$ cat src/hw/usrx_params.svh
// Purpose: Constants of the receive buffer block: offsets, field positions, reset values, timing
// Assumes: Included by bare name from the package file, the bench and the checker
// Notes:   Offsets are byte indices on the 2-bit software port
`ifndef USRX_PARAMS_SVH
`define USRX_PARAMS_SVH

`define USRX_OFF_STATUS    2'h0
`define USRX_OFF_CTRL_B    2'h1
`define USRX_OFF_CTRL_C    2'h2
`define USRX_OFF_DATA      2'h3

`define USRX_STAT_RXC      7
`define USRX_STAT_FE       4
`define USRX_STAT_DOR      3
`define USRX_STAT_PE       2

`define USRX_CB_IRQ_EN     7
`define USRX_CB_RX_EN      4
`define USRX_CB_RX_NINTH   1
`define USRX_CB_TX_NINTH   0

`define USRX_CC_PAR_ON     5
`define USRX_CC_PAR_ODD    4
`define USRX_CC_STOP2      3
`define USRX_CC_SIZE_HI    2
`define USRX_CC_SIZE_LO    0

`define USRX_CTRL_B_RST    8'h00
`define USRX_CTRL_C_RST    8'h06
`define USRX_SIZE_NINE     3'h7

`define USRX_BIT_CYC_DEF   16

`endif

$ cat src/hw/usrx_pkg.sv
// Purpose: Shared types of the receive buffer block
// Assumes: usrx_params.svh holds the numbers
// Notes:   One buffer entry carries data and its own error status
`include "usrx_params.svh"

package usrx_pkg;

    typedef struct packed {
        logic [8:0] data;
        logic       fe;
        logic       dor;
        logic       pe;
    } usrx_entry_t;

    typedef enum logic [2:0] {
        USRX_IDLE,
        USRX_START,
        USRX_DATA,
        USRX_PAR,
        USRX_STOP
    } usrx_rx_state_t;

    typedef enum logic [1:0] {
        USRX_TX_IDLE,
        USRX_TX_SHIFT
    } usrx_tx_state_t;

    // Data bits of a frame for a character size code; unused codes act as eight
    function automatic logic [3:0] usrx_nbits(input logic [2:0] size);
        logic [3:0] n;
        case (size)
            3'h0:    n = 4'h5;
            3'h1:    n = 4'h6;
            3'h2:    n = 4'h7;
            3'h7:    n = 4'h9;
            default: n = 4'h8;
        endcase
        return n;
    endfunction : usrx_nbits

endpackage : usrx_pkg

$ cat src/hw/usrx_if.sv
// Purpose: Serial receive line between the remote transmitter and the receiver
// Assumes: Line idles high; one driver, the transmitter end
// Notes:   No clocking block; both ends share i_clk_sys
`timescale 1ns/1ps
`default_nettype none

interface usrx_if;
    logic serial_rx_pin;

    modport tx_end (output serial_rx_pin);
    modport rx_end (input  serial_rx_pin);
endinterface : usrx_if

`default_nettype wire

$ cat src/hw/usrx_rx_end.sv
// Purpose: Receiver end: frame capture, two-entry receive buffer, flags and software registers
// Assumes: Software port with one-cycle strobes; read data one cycle after the read strobe
// Notes:   Bit timing is a fixed count per bit; majority sampling is not modelled
//
// Added by the designer: the strobed register port and the placing of the registers.
`timescale 1ns/1ps
`default_nettype none

module usrx_rx_end
    import usrx_pkg::*;
#(
    parameter int BIT_CYC = `USRX_BIT_CYC_DEF
)
(
    input  wire logic       i_clk_sys,      // System clock
    input  wire logic       i_rst,          // Synchronous reset, active high
    input  wire logic [1:0] i_addr,         // Register offset
    input  wire logic [7:0] i_wdata,        // Write data
    input  wire logic       i_wr,           // Write strobe
    input  wire logic       i_rd,           // Read strobe
    output logic      [7:0] o_rdata,        // Read data, cycle after i_rd
    output logic            o_rx_irq,       // Receive complete request, level
    output logic            o_pin_claimed,  // Receiver owns the serial pin
    usrx_if.rx_end          lnk             // Serial line
);

    generate
        if (BIT_CYC < 4 || BIT_CYC > 65536)
        begin : g_chk
            $error("BIT_CYC out of range");
        end
    endgenerate

    ////////////////////////////////////////////////////////////////////////////////
    // Registers
    logic [7:0]     ctrl_b_r;
    logic [7:0]     ctrl_c_r;
    logic [7:0]     rdata_r;

    wire logic       rx_en       = ctrl_b_r[`USRX_CB_RX_EN];
    wire logic       irq_en      = ctrl_b_r[`USRX_CB_IRQ_EN];
    wire logic [2:0] size_sel    = ctrl_c_r[`USRX_CC_SIZE_HI:`USRX_CC_SIZE_LO];
    wire logic       par_on      = ctrl_c_r[`USRX_CC_PAR_ON];
    wire logic       par_odd     = ctrl_c_r[`USRX_CC_PAR_ODD];
    wire logic [3:0] nbits       = usrx_nbits(size_sel);

    ////////////////////////////////////////////////////////////////////////////////
    // Pin synchroniser; the pin is ignored while released
    logic pin_s1_r;
    logic pin_s2_r;

    assign o_pin_claimed = rx_en;

    always_ff @(posedge i_clk_sys)
    begin
        if (i_rst)
        begin
            pin_s1_r <= 1'b1;
            pin_s2_r <= 1'b1;
        end
        else
        begin
            pin_s1_r <= lnk.serial_rx_pin;
            pin_s2_r <= pin_s1_r;
        end
    end

    wire logic line = pin_s2_r | ~rx_en;

    ////////////////////////////////////////////////////////////////////////////////
    // Receive buffer: two entries in flops plus one held frame in a separate hold register
    usrx_entry_t    fifo_r [2];
    logic           wp_r;
    logic           rp_r;
    logic [1:0]     cnt_r;
    usrx_entry_t    hold_r;
    logic           hold_v_r;
    logic           ovr_pend_r;

    usrx_entry_t    head;
    usrx_entry_t    new_ent;
    logic           frame_done;
    logic           start_ok;

    wire logic full      = (cnt_r == 2'h2);
    wire logic rx_cmp    = (cnt_r != 2'h0);
    wire logic pop       = i_rd && (i_addr == `USRX_OFF_DATA) && rx_cmp;
    wire logic push_hold = hold_v_r && !full;
    wire logic push_new  = frame_done && !hold_v_r && !full;
    wire logic to_hold   = frame_done && !hold_v_r && full;
    wire logic push      = push_hold || push_new;
    wire logic ovr_set   = start_ok && full && hold_v_r;
    wire usrx_entry_t push_ent = push_hold ? hold_r : new_ent;

    assign head = fifo_r[rp_r];

    always_ff @(posedge i_clk_sys)
    begin
        if (i_rst || !rx_en)
        begin
            wp_r       <= 1'b0;
            rp_r       <= 1'b0;
            cnt_r      <= 2'h0;
            hold_v_r   <= 1'b0;
            ovr_pend_r <= 1'b0;
        end
        else
        begin
            if (push)
            begin
                fifo_r[wp_r]     <= push_ent;
                fifo_r[wp_r].dor <= ovr_pend_r;
                wp_r             <= ~wp_r;
            end
            if (pop)
                rp_r <= ~rp_r;
            cnt_r <= cnt_r + {1'b0, push} - {1'b0, pop};
            if (to_hold)
                hold_r <= new_ent;
            hold_v_r   <= (hold_v_r && !push_hold) || to_hold;
            // A new overrun in the transfer cycle is kept: the set wins
            ovr_pend_r <= ovr_set || (ovr_pend_r && !push);
        end
    end

    ////////////////////////////////////////////////////////////////////////////////
    // Frame capture
    usrx_rx_state_t state_r;
    logic [15:0]    bcnt_r;
    logic [3:0]     idx_r;
    logic [8:0]     data_r;
    logic           par_acc_r;
    logic           pe_r;

    wire logic half_end = (bcnt_r == 16'(BIT_CYC / 2 - 1));
    wire logic bit_end  = (bcnt_r == 16'(BIT_CYC - 1));

    assign start_ok   = (state_r == USRX_START) && half_end && !line;
    assign frame_done = (state_r == USRX_STOP) && bit_end;
    assign new_ent    = '{data: data_r, fe: ~line, dor: 1'b0, pe: pe_r};

    always_ff @(posedge i_clk_sys)
    begin
        if (i_rst || !rx_en)
        begin
            state_r   <= USRX_IDLE;
            bcnt_r    <= 16'h0000;
            idx_r     <= 4'h0;
            data_r    <= 9'h000;
            par_acc_r <= 1'b0;
            pe_r      <= 1'b0;
        end
        else
        begin
            bcnt_r <= (bit_end || (state_r == USRX_IDLE)) ? 16'h0000 : bcnt_r + 16'h0001;
            case (state_r)
                USRX_IDLE:
                    if (!line)
                        state_r <= USRX_START;
                USRX_START:
                    if (half_end)
                    begin
                        bcnt_r    <= 16'h0000;
                        idx_r     <= 4'h0;
                        data_r    <= 9'h000;
                        par_acc_r <= 1'b0;
                        pe_r      <= 1'b0;
                        state_r   <= line ? USRX_IDLE : USRX_DATA;
                    end
                USRX_DATA:
                    if (bit_end)
                    begin
                        data_r[idx_r] <= line;
                        par_acc_r     <= par_acc_r ^ line;
                        idx_r         <= idx_r + 4'h1;
                        if (idx_r == nbits - 4'h1)
                            state_r <= par_on ? USRX_PAR : USRX_STOP;
                    end
                USRX_PAR:
                    if (bit_end)
                    begin
                        pe_r    <= par_acc_r ^ line ^ par_odd;
                        state_r <= USRX_STOP;
                    end
                USRX_STOP:
                    // The frame ends at the first stop; a second one looks like idle
                    if (bit_end)
                        state_r <= USRX_IDLE;
                default: state_r <= USRX_IDLE;
            endcase
        end
    end

    ////////////////////////////////////////////////////////////////////////////////
    // Software port
    logic [7:0] status_rd;
    logic [7:0] ctrl_b_rd;
    logic [7:0] rd_mux;

    always_comb
    begin
        status_rd                   = 8'h00;
        status_rd[`USRX_STAT_RXC]   = rx_cmp;
        status_rd[`USRX_STAT_FE]    = rx_cmp && head.fe;
        status_rd[`USRX_STAT_DOR]   = rx_cmp && head.dor;
        status_rd[`USRX_STAT_PE]    = rx_cmp && head.pe && par_on;
        ctrl_b_rd                   = ctrl_b_r;
        ctrl_b_rd[`USRX_CB_RX_NINTH] = rx_cmp && head.data[8];
    end

    assign rd_mux = (i_addr == `USRX_OFF_STATUS) ? status_rd :
                    (i_addr == `USRX_OFF_CTRL_B) ? ctrl_b_rd :
                    (i_addr == `USRX_OFF_CTRL_C) ? ctrl_c_r  :
                    (rx_cmp ? head.data[7:0] : 8'h00);

    always_ff @(posedge i_clk_sys)
    begin
        if (i_rst)
        begin
            ctrl_b_r <= `USRX_CTRL_B_RST;
            ctrl_c_r <= `USRX_CTRL_C_RST;
            rdata_r  <= 8'h00;
        end
        else
        begin
            // The status offset holds no writable bit, so error flags stay put
            if (i_wr && (i_addr == `USRX_OFF_CTRL_B))
                ctrl_b_r <= i_wdata & ~(8'h01 << `USRX_CB_RX_NINTH);
            if (i_wr && (i_addr == `USRX_OFF_CTRL_C))
                ctrl_c_r <= i_wdata;
            rdata_r <= i_rd ? rd_mux : 8'h00;
        end
    end

    assign o_rdata  = rdata_r;
    assign o_rx_irq = irq_en && rx_cmp;

endmodule : usrx_rx_end

`default_nettype wire

$ cat src/flat_wrapper.sv
// flat-port wrapper written by rule: the top's interface ports become plain ports
module usrx_rx_end_flat import usrx_pkg::*;
#(
    parameter int BIT_CYC = `USRX_BIT_CYC_DEF
)
  (i_clk_sys, i_rst, i_addr, i_wdata, i_wr, i_rd, o_rdata, o_rx_irq, o_pin_claimed, lnk_serial_rx_pin);
  usrx_if lnk_i ();
  input  wire logic i_clk_sys;
  input  wire logic i_rst;
  input  wire logic [1:0] i_addr;
  input  wire logic [7:0] i_wdata;
  input  wire logic i_wr;
  input  wire logic i_rd;
  output logic      [7:0] o_rdata;
  output logic o_rx_irq;
  output logic o_pin_claimed;
  input wire logic [$bits(lnk_i.serial_rx_pin)-1:0] lnk_serial_rx_pin;
  assign lnk_i.serial_rx_pin = lnk_serial_rx_pin;
  usrx_rx_end #(.BIT_CYC(BIT_CYC)) u_core (.i_clk_sys(i_clk_sys), .i_rst(i_rst), .i_addr(i_addr), .i_wdata(i_wdata), .i_wr(i_wr), .i_rd(i_rd), .o_rdata(o_rdata), .o_rx_irq(o_rx_irq), .o_pin_claimed(o_pin_claimed), .lnk(lnk_i));
endmodule
$ cat config.mk
export PLATFORM = sky130hd
export DESIGN_NAME = usrx_rx_end_flat
export DESIGN_NICKNAME = d
export VERILOG_FILES = /design/src/hw/usrx_pkg.sv /design/src/hw/usrx_if.sv /design/src/hw/usrx_rx_end.sv /design/src/flat_wrapper.sv
export VERILOG_INCLUDE_DIRS = /design/src /design/src/hw
export SDC_FILE = /design/constraint.sdc
export NUM_CORES = 1
export LEC_CHECK = 0
export BUFFER_PORTS_ARGS = -buffer_cell sky130_fd_sc_hd__buf_2
export CORE_UTILIZATION = 35
export CTS_CLUSTER_SIZE = 40
export DETAILED_ROUTE_END_ITERATION = 10
export PLACE_DENSITY_LB_ADDON = 0.1
export SLEW_MARGIN = 10
export SYNTH_ARGS = -nofsm -noshare
export SYNTH_HDL_FRONTEND = slang
export SYNTH_SLANG_ARGS = --single-unit
$ cat constraint.sdc
create_clock -name i_clk_sys -period 4.7 [get_ports i_clk_sys]
set_input_delay 0.94 -clock i_clk_sys [delete_from_list [all_inputs] [get_ports i_clk_sys]]
set_output_delay 0.94 -clock i_clk_sys [all_outputs]
set_load 0.01 [all_outputs]
==> results.md <==
* Outcome: finished clean
* Reg2Reg Setup Slack at about 1800 ps
* RSZ-0062 raised after global routing: no
* Syn nets at ~460
* Most instantiated cells after synthesis: dfxtp_1 (66), nor2_1 (42), nand2_1 (38)
* WHS Endpoint: u_core.pin_s2_r
* WP data required at between 4000 and 5000 ps
* Skew final at between 4 and 5 ps
* Clock buffer depth at 2
* Worst R2R Start: u_core.bcnt_r[0]
* Hold Buf Count CTS at 0
* DR WL/cell at 15.1 um
* Yosys top cell area share at just under 30%
* Initial antenna violation count at 0
* DRT Pass-1 Iters at 4
* Grt ovf at 0
* Period Utilization, post-route at 62.3%
* Async SR Flop Fraction at 0%
* Post-route ant nets at 0
* Dpl ws at around 1700 ps
* Filler instances at about 1200
* CP Buf/Inv Count at 0
* Max-cap violations at 0
* Hold Crit Start: u_core.pin_s1_r
* First-pass GRT wire length at between 15 and 20 mm
* Worst skew pair latency at around 350 ps
* Startpoint Class: flop
* DRC Markers at 0
* Clock root buffer master: clkbuf_16
* Post-Route WL at about 9.4 mm
* H-tree depth at 3
* Power density over the cells at between 300 and 400 nW/um2
* Initial Util at 36.5%
* Area growth, synth to finish at 11.8%
* P_leak at roughly 1.7 nW
* Largest net degree at the start of global routing at 21
* ANT cells at 0
* Initial DRC count at 144
* Fin util at between 40% and 50%
* GP Congestion at between 0.7 and 0.8
* Total GRT Usage at 15.5%
* Highest clock rate at approximately 340 MHz
* Netlist cell types at 52
* Slew headroom at 21.4%
* HP Class: flop to flop
* Worst path cell trace: ha_1, nand2_1, or4_1, o21ai_1, or3_1, nor2_1
* Final setup violation count at 0
* Footprint of the multi-input gates at between 1500 and 2000 um2
* Port Buf Inserts at 24
* Vias/cell at between 4 and 5
* Hold WS at 415 ps
* DP Wirelength at roughly 7 mm
* Worst R2R Path Depth at 6
* Via count at between 3000 and 4000
* Final hold vios at 0
* Slowest library cell on the worst path: o21ai_1
* Synth Flop Type: dfxtp_1
* Family with the most delay on the worst path: simple AND/OR/NAND/NOR gates
* Num CTS Buffers at 9
* Mapped cell area at 4450 um2
* Yosys reg bits at ~100
* # Post-CTS Setup Buffers at 0
* Vert. Die Dim at about 110 um
* CP arrival at approximately 3100 ps
* Critical path's largest stage delay at roughly 870 ps
* Synth warnings at 0
* Core area at 12200 um2
* DIE AREA at approximately 13000 um2
* Worst slew pin tran at about 1200 ps
* CTS tree: yes
* Syn Area/Cell at 10.2 um2
* Sequential area share after synthesis at a little over half
* Top-count cell post-synth: dfxtp_1
* Setup TNS at 0 ps
* Vias in the first global route at ~2900
* Critical setup path kind: flop to flop
* Slew Viols, Final at 0
* Std-Cell Rows at 40
* VDD IR-drop max at approximately 0.17 mV
* # resized after CTS at 0
* Post-Synthesis Cells at approximately 440
* Post-synth EDFFs at 35
* Register Area at 2370 um2
* Reg clk slew, reported paths at 60 ps
* Setup crit end kind: flop
* Clock Sinks at approximately 100
* Layout Nets at 473
* Post-route setup slack at about 1800 ps
* Chip width at 115 um
* Crit-path max FO at 16
* R2R Path End: u_core.bcnt_r[12]
* Synth area leader: dfxtp_1
* Share of layout cells above drive strength 1 at around 14%
* Top post-synthesis cells by area: dfxtp_1 (30%), edfxtp_1 (24%), mux2i_1 (4.9%)
* I/O Pins at 25
* Hold Path Depth at 1
* Minimum clock period at between 2000 and 3000 ps
[cell usage in the layout (no fill, tap or decap), types with 11 or more instances in the layout]
cell type	count
a21oi_1	24
dfxtp_1	66
mux2i_1	22
xnor2_1	17
nor2_1	42
edfxtp_1	35
mux2_2	11
nand3_1	24
nand2_1	38
buf_2	24
nor4_1	12
[power by group]
part | switching, W | internal [W] | total [W]
Combinational | 0.0000272 | 0.0000151 | 0.0000423
Sequential | 0.00000526 | 0.000904 | 0.000909
Clock | 0.000307 | 0.000382 | 0.000689
Total | 0.000340 | 0.00130 | 0.00164
[per-layer routing]
| metal | global-route usage [%] | up-vias | share of wire, % |
|---|---|---|---|
| li1 | - | 1589 | - |
| met1 | 18.9 | 1458 | 46 |
| met2 | 26.3 | 48 | 49 |
| met3 | 3.37 | 12 | 3.1 |
| met4 | 7.01 | 0 | 1.8 |
| met5 | 0 | - | 0 |
[cells by family after synthesis]
| group | share of synthesized area, % |
|---|---|
| and+or+nand+nor | 21.6 |
| DFF | 53.3 |
| AOI/OAI and AO/OA | 8.01 |
| muxes | 7.73 |
| buffers and inverters | 3.29 |
| xor gates and xnor gates | 4.13 |
| adders and majority gates | 1.97 |
[registers in the layout, indices dropped and copies added (netlist names), named ones only]
name and cells:
u_core.par_acc_r 1, u_core.ctrl_b_r 7, u_core.ovr_pend_r 1, u_core.cnt_r 2, u_core.wp_r 1, u_core.pe_r 1
u_core.o_rdata 8, u_core.pin_s2_r 1, u_core.hold_r 11, u_core.fifo_r 24, u_core.data_r 9, u_core.rp_r 1
u_core.pin_s1_r 1, u_core.state_r 3, u_core.ctrl_c_r 8, u_core.bcnt_r 16, u_core.idx_r 4, u_core.hold_v_r 1
[worst register-to-register path: stages (launching register included)]
cell and delay (ps):
dfxtp_1 370, ha_1 260, nand2_1 110, or4_1 470
o21ai_1 870, or3_1 600, nor2_1 120
[stage by stage]
| step | power (W) | std cells | instance area (um2) |
|---|---|---|---|
| floorplan | 0.000953 | 435 | 4450 |
| global placement | 0.000970 | 608 | 4700 |
| detailed placement | 0.000971 | 608 | 4700 |
| CTS | 0.00166 | 624 | 4980 |
| global route | 0.00170 | 624 | 4980 |
| finish | 0.00164 | 624 | 4980 |
[how the worst max path moves through the flow]
stage               cells after the start                 to         startpoint
floorplan                               4   u_core.hold_r[0]              i_rst
global placement                        3   u_core.hold_r[5]              i_rst
detailed placement                      6   u_core.bcnt_r[4]              i_rst
CTS                                     6   u_core.bcnt_r[4]   u_core.bcnt_r[0]
global route                            5  u_core.bcnt_r[12]  u_core.bcnt_r[12]
finish                                  6  u_core.bcnt_r[12]   u_core.bcnt_r[0]
[cell type report]
type	instances	area share, %
clock inverter	5	0.503
sequential	101	47.7
inverter	11	0.830
multi-input combinational	302	39.0
tap	168	4.22
timing repair buffer	26	2.72
clock buffer	11	5.08
(Power assumes the default switching activity.)
